### config.mk
export PLATFORM = sky130hd
export DESIGN_NAME = supply_enable_ctrl
export DESIGN_NICKNAME = d
export VERILOG_FILES = /design/src/bkp_pkg.sv /design/src/wake_if.sv /design/src/sync_bank.sv /design/src/rtc_wake.sv /design/src/supply_enable_ctrl.sv
export SDC_FILE = /design/constraint.sdc
export NUM_CORES = 1
export LEC_CHECK = 0
export BUFFER_PORTS_ARGS = -buffer_cell sky130_fd_sc_hd__buf_4
export CORE_MARGIN = 2
export CORE_UTILIZATION = 61
export CTS_CLUSTER_SIZE = 24
export DETAILED_ROUTE_END_ITERATION = 8
export GPL_ROUTABILITY_DRIVEN = 0
export PLACE_DENSITY = 0.9
export RECOVER_POWER = 100
export SYNTH_ARGS = -nofsm -noshare
export SYNTH_HDL_FRONTEND = slang
export SYNTH_SLANG_ARGS = --single-unit
### constraint.sdc
create_clock -name REF_CLK -period 30.6 [get_ports REF_CLK]
set_input_delay 7.65 -clock REF_CLK [delete_from_list [all_inputs] [get_ports REF_CLK]]
set_output_delay 7.65 -clock REF_CLK [all_outputs]
set_load 0.02 [all_outputs]
### src/bkp_pkg.sv
// Purpose: Shared constants for the backup-domain supply enable controller
// Assumes: AHB-Lite register bus, 32-bit word registers
// Notes: All offsets are byte addresses within a 4 KB window
`default_nettype none
package bkp_pkg;
  // ==========================================================
  // Register offsets
  localparam logic [11:0] OFS_CTL = 12'h000;
  localparam logic [11:0] OFS_WAKE = 12'h004;
  localparam logic [11:0] OFS_STAT = 12'h008;
  localparam logic [11:0] OFS_BRST = 12'h00c;
  localparam logic [11:0] OFS_CAL = 12'h010;
  localparam logic [11:0] OFS_WORDS = 12'h040;
  localparam logic [11:0] OFS_WORDS_END = 12'h080;
  // ==========================================================
  // Field layout
  localparam int NUM_WORDS = 16;
  localparam int WORD_IDX_W = 4;
  localparam int WORD_IDX_LSB = 2;
  localparam int ADDR_W = 12;
  localparam int CTL_EN_BIT = 0;
  localparam int CTL_ALWAYS_BIT = 1;
  localparam int CTL_PIN_BIT = 2;
  localparam int CTL_UNLK_BIT = 3;
  localparam int CTL_KEY_LSB = 8;
  localparam int KEY_W = 8;
  localparam int NUM_ALARMS = 2;
  localparam int NUM_ROLL = 4;
  localparam int WAKE_ALARM_LSB = 0;
  localparam int WAKE_ROLL_LSB = 2;
  localparam int WAKE_POL_BIT = 8;
  localparam int STAT_PIN_BIT = 0;
  localparam int STAT_ALARM_LSB = 1;
  localparam int STAT_HIB_BIT = 3;
  localparam int BRST_BIT = 0;
  localparam int CAL_W = 8;
  localparam int HTRANS_ACT_BIT = 1;
  // ==========================================================
  // Values and reset values
  localparam logic [KEY_W-1:0] UNLOCK_KEY = 8'h3a;
  localparam logic [NUM_ALARMS-1:0] RST_ALARM_EN = 2'h0;
  localparam logic [NUM_ROLL-1:0] RST_ROLL_EN = 4'h0;
  localparam logic RST_HIB_POL = 1'b1;
  localparam logic [CAL_W-1:0] RST_CAL = 8'h00;
  localparam logic RESP_OKAY = 1'b0;
  localparam logic [31:0] RD_ZERO = 32'h0000_0000;
  localparam logic [4:0] BRST_CYCLES = 5'h10;
  localparam logic [4:0] CNT_ONE = 5'h01;
  // Backup-domain soft reset sequencer
  typedef enum logic [0:0] {
    BR_IDLE = 1'b0,
    BR_BUSY = 1'b1
  } brst_state_e;
endpackage
`default_nettype wire

### src/wake_if.sv
// Purpose: Wake source configuration and events between controller parts
// Assumes: Single clock domain on both sides
// Notes: ctl side owns configuration, src side owns events
`timescale 1ns/10ps
`default_nettype none
interface wake_if;
  logic [bkp_pkg::NUM_ALARMS-1:0] alarm_en;
  logic [bkp_pkg::NUM_ROLL-1:0] roll_en;
  logic [bkp_pkg::NUM_ALARMS-1:0] alarm_lvl;
  logic wake_evt;
  modport ctl (output alarm_en, output roll_en,
               input alarm_lvl, input wake_evt);
  modport src (input alarm_en, input roll_en,
               output alarm_lvl, output wake_evt);
endinterface
`default_nettype wire

### src/sync_bank.sv
// Purpose: Two-flop synchroniser, one per bit
// Assumes: Inputs are asynchronous levels
// Notes: First stage feeds only the second stage
`timescale 1ns/10ps
`default_nettype none
module sync_bank #(
  parameter int W = 1
) (
  input wire logic clk,
  input wire logic rst,
  input wire logic [W-1:0] d,
  output logic [W-1:0] q
);
  logic [W-1:0] meta_q;
  // ==========================================================
  // Per-bit synchroniser stages
  genvar i;
  generate
    for (i = 0; i < W; i++) begin : g_bit
      always_ff @(posedge clk or posedge rst) begin
        if (rst) begin
          meta_q[i] <= 1'b0;
          q[i] <= 1'b0;
        end else begin
          meta_q[i] <= d[i];
          q[i] <= meta_q[i];
        end
      end
    end
  endgenerate
endmodule
`default_nettype wire

### src/rtc_wake.sv
// Purpose: Turns clock alarm matches and rollovers into wake events
// Assumes: Match and rollover signals come from another clock domain
// Notes: Events are rising edges of the synchronised levels
`timescale 1ns/10ps
`default_nettype none
module rtc_wake (
  input wire logic clk,
  input wire logic rst,
  input wire logic [bkp_pkg::NUM_ALARMS-1:0] alarm_match,
  input wire logic [bkp_pkg::NUM_ROLL-1:0] rollover,
  wake_if.src w
);
  localparam int SW = bkp_pkg::NUM_ALARMS + bkp_pkg::NUM_ROLL;
  logic [SW-1:0] sync_s;
  logic [SW-1:0] prev_q;
  logic [SW-1:0] rise;
  // ==========================================================
  // Synchronise both alarms and all rollover strobes
  sync_bank #(.W(SW)) u_sync (
    .clk(clk),
    .rst(rst),
    .d({rollover, alarm_match}),
    .q(sync_s)
  );
  // Previous value for edge detection
  always_ff @(posedge clk or posedge rst) begin
    if (rst) begin
      prev_q <= '0;
    end else begin
      prev_q <= sync_s;
    end
  end
  // Two alarms and four rollover sources, each gated
  assign rise = sync_s & ~prev_q;
  assign w.alarm_lvl = sync_s[bkp_pkg::NUM_ALARMS-1:0];
  assign w.wake_evt = |(rise[bkp_pkg::NUM_ALARMS-1:0] & w.alarm_en)
      | |(rise[SW-1:bkp_pkg::NUM_ALARMS] & w.roll_en);
endmodule
`default_nettype wire

### src/supply_enable_ctrl.sv
// Purpose: Backup-domain supply enable controller with retained words
// Assumes: REF_CLK 200 MHz; RESET is the backup-domain reset only
// Notes: AHB-Lite slave, writes zero-wait, reads one wait state
//
// Functional notes
// Supply enable output is high after reset.
// Driving the enable output low turns the external supply off.
// Wake pin high or clock alarm sets a low enable output high.
// Software writes the unlock key before other control writes.
// Key value in key field unlocks, releasing the output to software.
// Any other key value relocks and re-enables the controller.
// Software enables by unlock, set enable bit, then relock.
// Always-enable holds output high until backup reset.
// Clearing enable bit while unlocked drives the output low.
// Relocking after a disable sets the output high again.
// Wake pin acts on high level only, never on low.
// Hibernate wake on the shared pin has selectable polarity.
// Clock wake offers two alarms and four rollover events.
// Calibration trims the timebase in one ppm steps, either sign.
// Sixteen retained 32-bit data words.
// Retained words survive main-device resets and hibernate.
// Only the backup-domain reset clears this block.
// Backup reset flag reads one until done, then zero.
// Locked control writes other than the key field are ignored.
//
// The address map and the AHB-Lite register port were decided locally.
`timescale 1ns/10ps
`default_nettype none
module supply_enable_ctrl (
  input wire logic REF_CLK,
  input wire logic RESET,
  input wire logic HSEL,
  input wire logic [31:0] HADDR,
  input wire logic [1:0] HTRANS,
  input wire logic HWRITE,
  input wire logic [2:0] HSIZE,
  input wire logic [31:0] HWDATA,
  input wire logic HREADY,
  output logic HREADYOUT,
  output logic HRESP,
  output logic [31:0] HRDATA,
  input wire logic SUPPLY_WAKE_IN,
  input wire logic [bkp_pkg::NUM_ALARMS-1:0] RTC_ALARM_MATCH,
  input wire logic [bkp_pkg::NUM_ROLL-1:0] RTC_ROLLOVER,
  output logic SUPPLY_EN_OUT,
  output logic HIB_WAKE,
  output logic [bkp_pkg::CAL_W-1:0] CAL_TRIM
);
  // ==========================================================
  // Declarations
  wake_if w ();
  logic accept;
  logic rd_pend_q;
  logic wr_pend_q;
  logic [bkp_pkg::ADDR_W-1:0] addr_q;
  logic addr_ok_q;
  logic [31:0] hrdata_q;
  logic [31:0] rd_d;
  logic wr_any;
  logic wr_ctl;
  logic wr_wake;
  logic wr_brst;
  logic wr_cal;
  logic wr_word;
  logic in_words;
  logic key_hit;
  logic wake_s;
  logic wake_set;
  logic en_q;
  logic always_q;
  logic unlocked_q;
  logic pin_q;
  logic hib_q;
  logic hib_pol_q;
  logic [bkp_pkg::NUM_ALARMS-1:0] alarm_en_q;
  logic [bkp_pkg::NUM_ROLL-1:0] roll_en_q;
  logic [bkp_pkg::CAL_W-1:0] cal_q;
  logic [31:0] words_q [bkp_pkg::NUM_WORDS];
  logic [bkp_pkg::WORD_IDX_W-1:0] widx;
  bkp_pkg::brst_state_e brst_q;
  logic [4:0] brst_cnt_q;
  logic brst_done;

  // ==========================================================
  // Wake source helpers
  // Clock alarm and rollover events
  rtc_wake u_rtc (
    .clk(REF_CLK),
    .rst(RESET),
    .alarm_match(RTC_ALARM_MATCH),
    .rollover(RTC_ROLLOVER),
    .w(w.src)
  );

  // Wake pin synchroniser
  sync_bank #(.W(1)) u_wsync (
    .clk(REF_CLK),
    .rst(RESET),
    .d(SUPPLY_WAKE_IN),
    .q(wake_s)
  );

  assign w.alarm_en = alarm_en_q;
  assign w.roll_en = roll_en_q;

  // ==========================================================
  // AHB-Lite address phase capture
  assign accept = HSEL & HTRANS[bkp_pkg::HTRANS_ACT_BIT] & HREADY;

  // Pending read and write flags
  always_ff @(posedge REF_CLK or posedge RESET) begin
    if (RESET) begin
      rd_pend_q <= 1'b0;
      wr_pend_q <= 1'b0;
    end else begin
      rd_pend_q <= accept & ~HWRITE;
      wr_pend_q <= accept & HWRITE;
    end
  end

  // Address held for the data phase
  always_ff @(posedge REF_CLK or posedge RESET) begin
    if (RESET) begin
      addr_q <= '0;
      addr_ok_q <= 1'b0;
    end else if (accept) begin
      addr_q <= HADDR[bkp_pkg::ADDR_W-1:0];
      addr_ok_q <= ~|HADDR[31:bkp_pkg::ADDR_W];
    end
  end

  // Read wait state, response always OKAY
  assign HREADYOUT = ~rd_pend_q;
  assign HRESP = bkp_pkg::RESP_OKAY;
  assign HRDATA = hrdata_q;

  // ==========================================================
  // Write decode
  assign in_words = addr_ok_q && (addr_q >= bkp_pkg::OFS_WORDS)
      && (addr_q < bkp_pkg::OFS_WORDS_END)
      && (addr_q[bkp_pkg::WORD_IDX_LSB-1:0] == '0);
  assign widx = addr_q[bkp_pkg::WORD_IDX_LSB +: bkp_pkg::WORD_IDX_W];
  assign wr_any = wr_pend_q & addr_ok_q
      & (brst_q == bkp_pkg::BR_IDLE);
  assign wr_ctl = wr_any & (addr_q == bkp_pkg::OFS_CTL);
  assign wr_wake = wr_any & (addr_q == bkp_pkg::OFS_WAKE);
  assign wr_brst = wr_any & (addr_q == bkp_pkg::OFS_BRST);
  assign wr_cal = wr_any & (addr_q == bkp_pkg::OFS_CAL);
  assign wr_word = wr_any & in_words;
  // Unmapped or unaligned writes match no strobe and are dropped

  // Key field compare
  assign key_hit = HWDATA[bkp_pkg::CTL_KEY_LSB +: bkp_pkg::KEY_W]
      == bkp_pkg::UNLOCK_KEY;

  // ==========================================================
  // Supply control
  // Lock state follows the key field of every control write
  always_ff @(posedge REF_CLK or posedge RESET) begin
    if (RESET) begin
      unlocked_q <= 1'b0;
    end else if (brst_done) begin
      unlocked_q <= 1'b0;
    end else if (wr_ctl) begin
      unlocked_q <= key_hit;
    end
  end

  // Wake only on a high pin level or a clock event while off
  assign wake_set = ~en_q & (wake_s | w.wake_evt);

  // Enable bit: wake set wins over a clearing write
  always_ff @(posedge REF_CLK or posedge RESET) begin
    if (RESET) begin
      en_q <= 1'b1;
    end else if (brst_done) begin
      en_q <= 1'b1;
    end else if (wake_set) begin
      en_q <= 1'b1;
    end else if (wr_ctl & ~key_hit) begin
      en_q <= 1'b1;
    end else if (wr_ctl & unlocked_q) begin
      en_q <= HWDATA[bkp_pkg::CTL_EN_BIT];
    end
  end
  // Locked writes carrying the key only unlock, fields untouched R19

  // Always-enable: set once, cleared only by backup reset
  always_ff @(posedge REF_CLK or posedge RESET) begin
    if (RESET) begin
      always_q <= 1'b0;
    end else if (brst_done) begin
      always_q <= 1'b0;
    end else if (wr_ctl & key_hit & unlocked_q
                 & HWDATA[bkp_pkg::CTL_ALWAYS_BIT]) begin
      always_q <= 1'b1;
    end
  end

  // Always-enable wins over a cleared enable bit
  // Output pin register, low means supply off
  always_ff @(posedge REF_CLK or posedge RESET) begin
    if (RESET) begin
      pin_q <= 1'b1;
    end else begin
      pin_q <= always_q | en_q;
    end
  end
  assign SUPPLY_EN_OUT = pin_q;

  // ==========================================================
  // Hibernate wake on the shared pin
  // Level match against the configured polarity
  always_ff @(posedge REF_CLK or posedge RESET) begin
    if (RESET) begin
      hib_q <= 1'b0;
    end else begin
      hib_q <= (wake_s == hib_pol_q);
    end
  end
  assign HIB_WAKE = hib_q;

  // Wake configuration register
  always_ff @(posedge REF_CLK or posedge RESET) begin
    if (RESET) begin
      alarm_en_q <= bkp_pkg::RST_ALARM_EN;
      roll_en_q <= bkp_pkg::RST_ROLL_EN;
      hib_pol_q <= bkp_pkg::RST_HIB_POL;
    end else if (brst_done) begin
      alarm_en_q <= bkp_pkg::RST_ALARM_EN;
      roll_en_q <= bkp_pkg::RST_ROLL_EN;
      hib_pol_q <= bkp_pkg::RST_HIB_POL;
    end else if (wr_wake) begin
      alarm_en_q <= HWDATA[bkp_pkg::WAKE_ALARM_LSB +:
                           bkp_pkg::NUM_ALARMS];
      roll_en_q <= HWDATA[bkp_pkg::WAKE_ROLL_LSB +:
                          bkp_pkg::NUM_ROLL];
      hib_pol_q <= HWDATA[bkp_pkg::WAKE_POL_BIT];
    end
  end

  // ==========================================================
  // Calibration trim, signed ppm
  always_ff @(posedge REF_CLK or posedge RESET) begin
    if (RESET) begin
      cal_q <= bkp_pkg::RST_CAL;
    end else if (brst_done) begin
      cal_q <= bkp_pkg::RST_CAL;
    end else if (wr_cal) begin
      cal_q <= HWDATA[bkp_pkg::CAL_W-1:0];
    end
  end
  assign CAL_TRIM = cal_q;

  // ==========================================================
  // Retained data words
  // Cleared only by the backup-domain reset
  always_ff @(posedge REF_CLK or posedge RESET) begin
    if (RESET) begin
      for (int i = 0; i < bkp_pkg::NUM_WORDS; i++) begin
        words_q[i] <= '0;
      end
    end else if (brst_done) begin
      for (int i = 0; i < bkp_pkg::NUM_WORDS; i++) begin
        words_q[i] <= '0;
      end
    end else if (wr_word) begin
      words_q[widx] <= HWDATA;
    end
  end

  // ==========================================================
  // Backup-domain soft reset sequencer
  // Done pulse lasts one cycle and restores the reset values of the control, wake, trim and word registers
  assign brst_done = (brst_q == bkp_pkg::BR_BUSY)
      && (brst_cnt_q == (bkp_pkg::BRST_CYCLES - bkp_pkg::CNT_ONE));

  // State and cycle count
  always_ff @(posedge REF_CLK or posedge RESET) begin
    if (RESET) begin
      brst_q <= bkp_pkg::BR_IDLE;
      brst_cnt_q <= '0;
    end else begin
      case (brst_q)
        bkp_pkg::BR_IDLE: begin
          brst_cnt_q <= '0;
          if (wr_brst & HWDATA[bkp_pkg::BRST_BIT]) begin
            brst_q <= bkp_pkg::BR_BUSY;
          end
        end
        bkp_pkg::BR_BUSY: begin
          brst_cnt_q <= brst_cnt_q + bkp_pkg::CNT_ONE;
          if (brst_done) begin
            brst_q <= bkp_pkg::BR_IDLE;
          end
        end
        default: begin
          brst_q <= bkp_pkg::BR_IDLE;
          brst_cnt_q <= '0;
        end
      endcase
    end
  end

  // ==========================================================
  // Read data mux
  always_comb begin
    rd_d = bkp_pkg::RD_ZERO;
    if (!addr_ok_q) begin
      rd_d = bkp_pkg::RD_ZERO;
    end else if (addr_q == bkp_pkg::OFS_CTL) begin
      rd_d[bkp_pkg::CTL_EN_BIT] = en_q;
      rd_d[bkp_pkg::CTL_ALWAYS_BIT] = always_q;
      rd_d[bkp_pkg::CTL_PIN_BIT] = pin_q;
      rd_d[bkp_pkg::CTL_UNLK_BIT] = unlocked_q;
    end else if (addr_q == bkp_pkg::OFS_WAKE) begin
      rd_d[bkp_pkg::WAKE_ALARM_LSB +: bkp_pkg::NUM_ALARMS] = alarm_en_q;
      rd_d[bkp_pkg::WAKE_ROLL_LSB +: bkp_pkg::NUM_ROLL] = roll_en_q;
      rd_d[bkp_pkg::WAKE_POL_BIT] = hib_pol_q;
    end else if (addr_q == bkp_pkg::OFS_STAT) begin
      rd_d[bkp_pkg::STAT_PIN_BIT] = wake_s;
      rd_d[bkp_pkg::STAT_ALARM_LSB +: bkp_pkg::NUM_ALARMS] = w.alarm_lvl;
      rd_d[bkp_pkg::STAT_HIB_BIT] = hib_q;
    end else if (addr_q == bkp_pkg::OFS_BRST) begin
      rd_d[bkp_pkg::BRST_BIT] = (brst_q == bkp_pkg::BR_BUSY);
    end else if (addr_q == bkp_pkg::OFS_CAL) begin
      rd_d[bkp_pkg::CAL_W-1:0] = cal_q;
    end else if (in_words) begin
      rd_d = words_q[widx];
    end
  end

  // Read data register, loaded in the wait cycle
  // Holds between reads, so HRDATA stands until the next one
  always_ff @(posedge REF_CLK or posedge RESET) begin
    if (RESET) begin
      hrdata_q <= bkp_pkg::RD_ZERO;
    end else if (rd_pend_q) begin
      hrdata_q <= rd_d;
    end
  end
endmodule
`default_nettype wire

# Word-level counts from Yosys, hierarchy flattened
# Index checks and enable logic that the tools add are counted.
# Widths: inputs -> output; s select.
[word_totals]
ram_bits = 0
word_cells = 160
register_bits = 605
latch_bits = 0
out_inout_bits = 44
rom_bits = 0
n_memories = 0
[classes]
shift = 0
n_reduce_logical = 17
n_bitwise = 31
mul = 0
div_mod_pow = 0
addsub = 1
magnitude_cmp = 4
n_mux = 53
eq_ne = 7
[op_table]
columns = ["operator", "n"]
rows = [
  ["$mux 512", 2],
  ["$bwmux 512", 1],
  ["$mux 32", 11],
  ["$bmux 32 s4", 1],
  ["$demux 32 s4", 1],
  ["$mux 8", 8],
  ["$mux 28", 2],
  ["$mux 31", 1],
  ["$eq 12x4->1 const B", 2],
  ["$mux 24", 1],
  ["$mux 23", 1],
  ["$reduce_or 20->1", 1],
  ["$and 1x1->1", 18],
  ["$mux 4", 4],
  ["$mux 1", 14],
  ["$eq 12x3->1 const B", 1],
  ["$eq 12x5->1 const B", 1],
  ["$ge 12x7->1 const B", 1],
  ["$logic_not 12->1", 1],
  ["$lt 12x8->1 const B", 1],
  ["$pmux 5 s2", 1],
  ["$reduce_bool 2->1", 5],
  ["$eq 8x6->1 const B", 1],
  ["$and 6x6->6", 1],
  ["other kinds (20)", 32],
]

# Depth between registers and ports, before layout
# Gate-level depths: netlist of run 1.
[logic_depth]
depth_word = 22
mapped_depth = 10
ltp_nobuf = 6

# Cells and area by module
# A second synthesis of run 1 with hierarchy kept.
[hier_totals]
cells_unflattened = 2322
hier_area_um2 = 28783.9
[by_module_without_submodules]
columns = ["mod", "seq_area_each_um2", "n_inst", "area_each_um2", "cells_each"]
rows = [
  ["supply_enable_ctrl", 14642.8, 1, 28224.6, 2289],
  ["sync_bank at u_rtc.u_sync", 300.3, 1, 304.0, 13],
  ["rtc_wake", 150.1, 1, 201.4, 17],
  ["sync_bank at u_wsync", 50.0, 1, 53.8, 3],
]

# Least setup slack after synthesis of run 1
# OpenSTA, ideal clock, no wires.
[synth_path]
path_kind = "input to register"
start = "in HSEL"
end = "reg addr_q[0] in the netlist's numbering"
t_arrival_ps = 8551
cell_stages = 3
slack_ps = 21924
path_cell_list = "nand3_1 clkbuf_1 mux2_2"
[synth_between]
elab_chain_cells = 2
[synth_lines]
columns = ["item", "line_no", "text"]
rows = [
  ["start: declaration", "supply_enable_ctrl.sv:32", "input wire logic HSEL,"],
  ["$and 1x1->1 (2 in a row)", "supply_enable_ctrl.sv:108", "assign accept = HSEL & HTRANS[bkp_pkg::HTRANS_ACT_BIT] & HREADY;"],
  ["end signal: assignment", "supply_enable_ctrl.sv:127", "addr_q <= HADDR[bkp_pkg::ADDR_W-1:0];"],
  ["end: declaration", "supply_enable_ctrl.sv:55", "logic [bkp_pkg::ADDR_W-1:0] addr_q;"],
]
# Every way passes these cells.
# A chain may end at the register's enable or synchronous reset.

==> results of run 1 <==
metal layers:
metal / global-route usage / vias to the layer above / routed length [um]
met2: 0.5137 / 1504 / 34380
met1: 0.4344 / 10470 / 26090
li1: - / 8548 / -
met5: 0 / - / 0
met3: 0.08789 / 307 / 8506
met4: 0.1520 / 0 / 3157
cells in the final DEF, fill, tap and decap left out, drive strengths merged, types with 4 or more instances in the layout:
master,synthesis,layout
o2bb2ai,6,6
nor4,7,7
nand4,7,7
o21ai,521,521
nand2,43,43
nand3,531,531
mux2i,21,21
a22oi,58,58
dfrtp,602,602
inv,6,6
buf,89,50
a21o,23,23
nand3b,4,4
nor2,31,31
and2,6,6
mux4,128,128
clkinv,2,15
mux2,12,12
clkbuf,163,189
nor2b,5,5
bufinv,0,6
a21oi,25,25
a22o,4,4
and3,5,5
worst max-delay path, stage by stage:
cell	delay, ns
clkbuf_1	0.08
clkinvlp_2	2.57
clkbuf_1	3.17
clkbuf_1	3.36
final timing paths:
kind	start	endpoint	slack, ns
min reg2reg	u_rtc.u_sync.meta_q[0]	u_rtc.u_sync.q[0]	0.35
max reg2reg	addr_q[2]	words_q[120]	16.89
min in group asynchronous	RESET	addr_q[9]	8.43
max in group REF_CLK	addr_q[2]	words_q[120]	16.89
min	u_rtc.u_sync.meta_q[0]	u_rtc.u_sync.q[0]	0.35
max	RESET	words_q[329]	13.24
power breakdown:
part | switching, mW | total, mW | leakage, nW | internal (mW)
Combinational | 0.0803 | 0.125 | 3.32 | 0.0449
Sequential | 0.0162 | 0.820 | 8.37 | 0.804
Clock | 0.312 | 0.741 | 0.966 | 0.429
final cells by class:
type                       count  area (um2)  share of cell area
clock buffer                  84        1669             0.05761
sequential                   605       15140              0.5227
multi-input combinational   1475       10230              0.3532
clock inverter                22       295.3             0.01019
inverter                       8       31.28            0.001080
timing repair buffer         155       868.3             0.02997
tap                          585       732.0             0.02526
flip-flops by register name (all words and copies together) (netlist names), 2 cells and up:
name	cells
CAL_TRIM	8
HRDATA	32
addr_q	12
alarm_en_q	2
brst_cnt_q	5
roll_en_q	4
u_rtc.prev_q	6
u_rtc.u_sync.meta_q	6
u_rtc.u_sync.q	6
words_q	512
logic make-up (layout without fill, tap and decap cells):
group | count (synthesis) | after routing
xor gates and xnor gates | 3 | 3
other | 1 | 1
buffers and inverters | 260 | 269
muxes | 161 | 161
adders and majority gates | 2 | 2
AOI/OAI and AO/OA | 658 | 658
DFF | 605 | 605
and+or+nand+nor | 650 | 650
==> results.yml, run 1 <==
die:
  core_mm2: 0.04289
  dieHeight_um: 212.1
  start_util: 0.6160
  fp-row-count: 76
  io_pins: 125
  dieArea_mm2: 0.04499
  die_w_um: 212.1
sta:
  setup_violations: 0
  post-route-period-util: 0.5675
  final_max_slew_viol_count: 1541
  fmax_ghz: 0.05759
  layout_setup_ws_ns: 13.24
  tightest_slew_ns: 8.499
  relSlewSlack: -4.666
  tns_ns: 0
  rsz0062_at_grt: "no"
  finalCriticalPeriod_ns: 17.36
  whs_ns: 0.3531
  finClkSkew_ns: 0.02422
  hold_viol_final: 0
route:
  vias: 20820
  finalWirelength_um: 72140
  drc_errors: 0
  ant_nets: 0
  wl_per_cell_um: 24.59
  initialDrtViolationCount: 3275
  drtPass1Iterations: 6
  via_per_inst: 7.097
global_routing:
  gr-total-overflow: 0
  grt_max_degree: 228
  antenna_found_initial: 0
  grt_usage: 0.3283
  grt_pass1_wl_um: 114500
  grt_pass1_vias: 21290
placement:
  port_buffers: 119
  dp_hpwl_um: 38380
  pre_cts_ws_ns: 20.09
  dp_cells: 2828
  placed_area_mm2: 0.02737
final_layout:
  final_cells: 2934
  drive_gt1_frac: 0.1384
  final_core_util: 0.6756
  area_growth_pct: 9.681
  antenna_cells: 0
  fin_area_mm2: 0.02897
  nets: 2385
  nFillCells: 2890
synth:
  seq_area_frac_synth: 0.5732
  ys_ff_latch: 605
  yosys.cell_types.count: 57
  synth_fa_ha_area_frac: 0.0009473
  synth_area_leaders: "dfrtp_1 57%, mux4_2 11%, nand3_1 9.9%, o21ai_0 9.3%, clkbuf_1 2.3%"
  muxShareOfSynthArea: 0.1222
  syn-num-nets: 2423
  synth_cells: 2340
  synth_compound_area_frac: 0.1366
  syn_area_mm2: 0.02642
  synth_top_area_cell: "dfrtp_1"
  synth_edf_count: 0
  synth_common_cells: "602 x dfrtp_1, 521 x nand3_1, 491 x o21ai_0"
  synth_warnings: 0
  synth_xor_area_frac: 0.0009946
  ys.flop_type: "dfrtp_1"
  syn_avg_cell_area_um2: 11.29
  synthArstFlopShare: 1.000
  synth.top_cell.area_share: 0.5703
  synth_simple_gate_area_frac: 0.1260
  synth_most_common_cell: "dfrtp_1"
  synth_top_family_by_area: "compound AO/OA/AOI/OAI gates"
cts:
  clk_pin_slew_ns: 0.06
  cts_hold_buf: 0
  cts_resized: 0
  cts.sinks: 605
  post_cts_buffers: 0
  numCtsBuffers: 57
  clock-root-buffer: "clkbuf_16"
  cts_tree: "yes"
  clockBufferDepth: 3
  htreeDepth: 2
  clk_latency_ns: 0.63
min_path:
  min_path_cells: 0
  hp-class: "reg -> reg"
setup_path:
  path_class: "in -> async"
  crit_required_ns: 30.25
  crit_fanout: 108
  startpoint_type: "input pin"
  crit_path_end_kind: "async pin"
  cp.arrival_ns: 17.01
  worstRegToRegCells: 5
status:
  violations: "capacitance limit, slew limit"
  status: "finished, violations left"
job:
  drv_cap: 24
pwr:
  p_leak_nw: 12.65
  ir_drop_mv: 0.05315
  finalPower_mw: 1.687
  powerDensity_mw_per_mm2: 58.21
No activity file was read; power rests on OpenSTA's default activity.
==> inputs of run 2 (changes only) <==
--- a/config.mk
+++ b/config.mk
@@ -5,13 +5,14 @@
 export SDC_FILE = /design/constraint.sdc
 export NUM_CORES = 1
 export LEC_CHECK = 0
+export ABC_AREA = 1
 export BUFFER_PORTS_ARGS = -buffer_cell sky130_fd_sc_hd__buf_4
 export CORE_MARGIN = 2
-export CORE_UTILIZATION = 61
+export CORE_UTILIZATION = 55
 export CTS_CLUSTER_SIZE = 24
 export DETAILED_ROUTE_END_ITERATION = 8
 export GPL_ROUTABILITY_DRIVEN = 0
-export PLACE_DENSITY = 0.9
+export PLACE_DENSITY = 0.86
 export RECOVER_POWER = 100
 export SYNTH_ARGS = -nofsm -noshare
 export SYNTH_HDL_FRONTEND = slang
==> constraint.sdc (replaced) <==
create_clock -name REF_CLK -period 14.5 [get_ports REF_CLK]
set_input_delay 3.625 -clock REF_CLK [delete_from_list [all_inputs] [get_ports REF_CLK]]
set_output_delay 3.625 -clock REF_CLK [all_outputs]
set_load 0.02 [all_outputs]
==> run 2 against run 1 <==
Against the previous run: largest cell class unchanged; first-iteration DRC count is 8.6% higher; power is 120% higher; largest power group unchanged; sequential share of layout area rose by 0.57 points; clock-buffer cell count down 6; critical path type is now reg -> reg; synthesized area decreased by 1.8%; the flow still finishes with violations (capacitance limit, slew limit); critical path depth up 5; worst setup slack lost 7.1 ns.
==> results.yml, run 2 <==
status:
  status: "finished, violations left"
  violations: "capacitance limit, slew limit"
route:
  drc_errors: 0
  drtPass1Iterations: 8
  finalWirelength_um: 78890
  vias: 23290
  ant_nets: 0
  via_per_inst: 6.902
  initialDrtViolationCount: 3557
  wl_per_cell_um: 23.38
cts:
  cts.sinks: 605
  htreeDepth: 2
  cts_tree: "yes"
  post_cts_buffers: 0
  numCtsBuffers: 57
  clockBufferDepth: 3
  cts_resized: 0
  cts_hold_buf: 0
  clk_pin_slew_ns: 0.06
  clock-root-buffer: "clkbuf_16"
  clk_latency_ns: 0.63
synth:
  synth_area_leaders: "dfrtp_1 58%, nand3_1 9.6%, o21ai_0 8.4%, o22ai_1 6.5%, o21ai_1 3.5%"
  synth.top_cell.area_share: 0.5805
  yosys.cell_types.count: 43
  synth_common_cells: "602 x dfrtp_1, 497 x nand3_1, 435 x o21ai_0"
  synth_top_area_cell: "dfrtp_1"
  synth_cells: 2775
  syn_avg_cell_area_um2: 9.352
  synth_edf_count: 0
  synth_most_common_cell: "dfrtp_1"
  synth_warnings: 0
  syn-num-nets: 2858
  ys_ff_latch: 605
  ys.flop_type: "dfrtp_1"
  seq_area_frac_synth: 0.5835
  syn_area_mm2: 0.02595
  synthArstFlopShare: 1.000
sta:
  final_max_slew_viol_count: 620
  tightest_slew_ns: 3.471
  post-route-period-util: 0.5752
  fmax_ghz: 0.1199
  finClkSkew_ns: 0.03032
  setup_violations: 0
  hold_viol_final: 0
  tns_ns: 0
  relSlewSlack: -1.314
  whs_ns: 0.3527
  finalCriticalPeriod_ns: 8.340
  rsz0062_at_grt: "no"
min_path:
  hp-class: "reg -> reg"
  min_path_cells: 0
  hp-start: "u_rtc.u_sync.meta_q[3]"
final_layout:
  final_cell_mix: "610 x o21ai_0, 602 x dfrtp_1, 501 x nand3_1, 269 x o22ai_1, 221 x nand2_1"
  regMostFlops: "words_q"
  final_cells: 3374
  nFillCells: 3571
  drive_gt1_frac: 0.08312
  area_growth_pct: 10.44
  nets: 2804
  antenna_cells: 0
  layout_commonest_cell: "o21ai_0"
  fin_area_mm2: 0.02866
  largest_register_ff_count: 512
die:
  fp-row-count: 79
  io_pins: 125
  dieArea_mm2: 0.04894
  die_w_um: 221.2
  dieHeight_um: 221.2
  core_mm2: 0.04656
  start_util: 0.5574
setup_path:
  crit_fanout: 68
  crit_required_ns: 15.01
  startpoint_type: "flip-flop"
  timing.critical_path.from: "brst_cnt_q[0]"
  timing.rr.start: "brst_cnt_q[0]"
  path_class: "reg -> reg"
  cp.arrival_ns: 8.85
  worstRegToRegCells: 9
  crit_path_end_kind: "flip-flop"
global_routing:
  grt.met1_usage: 0.4146
  grt-busiest-layer: "met2"
  grt.met3_usage: 0.08578
  antenna_found_initial: 0
  grt_max_degree: 194
  use_met2: 0.4838
  grt_pass1_vias: 23040
  grt_pass1_wl_um: 124500
  grt_usage: 0.3174
  gr-total-overflow: 0
placement:
  placed_area_mm2: 0.02684
  port_buffers: 119
  dp_cells: 3269
  dp_hpwl_um: 42000
pwr:
  p_leak_nw: 12.90
  finalPower_mw: 3.785
  ir_drop_mv: 0.1186
  powerDensity_mw_per_mm2: 132.1
job:
  drv_cap: 13
run 2: cell type report:
cell class,count,area (um2),share of cell area
Sequential cell,605,15140,0.5283
Multi-Input combinational cell,1805,9339,0.3258
Clock buffer,78,1687,0.05884
Timing Repair Buffer,151,965.9,0.03370
Tap cell,607,759.5,0.02650
Clock inverter,27,387.9,0.01353
Inverter,101,380.4,0.01327
run 2: metal layers:
| metal | wire length (um) | share of wire |
|---|---|---|
| met3 | 10120 | 0.13 |
| met5 | 0 | 0 |
| met4 | 4450 | 0.056 |
| met1 | 28190 | 0.36 |
| met2 | 36130 | 0.46 |
run 2: stage by stage:
stage               utilization  setup WS, ns
global route             0.6157         5.368
global placement         0.5766         7.718
floorplan                     -         2.624
finish                   0.6157         6.160
CTS                      0.6211         8.214
detailed placement       0.5766         7.575
run 2: final timing paths:
check / end / slack, ns
max: always_q / 6.16
min reg2reg: u_rtc.u_sync.q[3] / 0.35
min in group asynchronous: HRDATA[24] / 3.51
max reg2reg: always_q / 6.16
max in group asynchronous: words_q[345] / 6.27
min: u_rtc.u_sync.q[3] / 0.35
run 2: cell families (layout without fill, tap and decap cells):
group / after synthesis / in the layout / synth area share
AOI/OAI and AO/OA: 937 / 937 / 0.1964
xor gates and xnor gates: 1 / 1 / 0.0003375
adders and majority gates: 2 / 2 / 0.0009641
buffers and inverters: 365 / 357 / 0.05756
DFF: 605 / 605 / 0.5835
muxes: 6 / 6 / 0.002603
other: 1 / 1 / 0.0001445
and+or+nand+nor: 858 / 858 / 0.1585
run 2: critical path, cell delays in order (launching register included):
cell and delay, ns:
dfrtp_1 0.40, ha_1 0.24, nand2_1 0.08, nor2_1 0.05
ha_1 0.19, nand2_1 1.58, clkbuf_1 2.34, clkbuf_1 1.70
nand2_1 1.05, o32ai_1 0.50
run 2: power breakdown:
part           leakage [nW]  internal, mW  switching, mW
logic                  3.51         0.123          0.319
clock network          1.03         0.973          0.665
registers              8.36          1.70        0.00899
total                  12.9          2.79          0.993
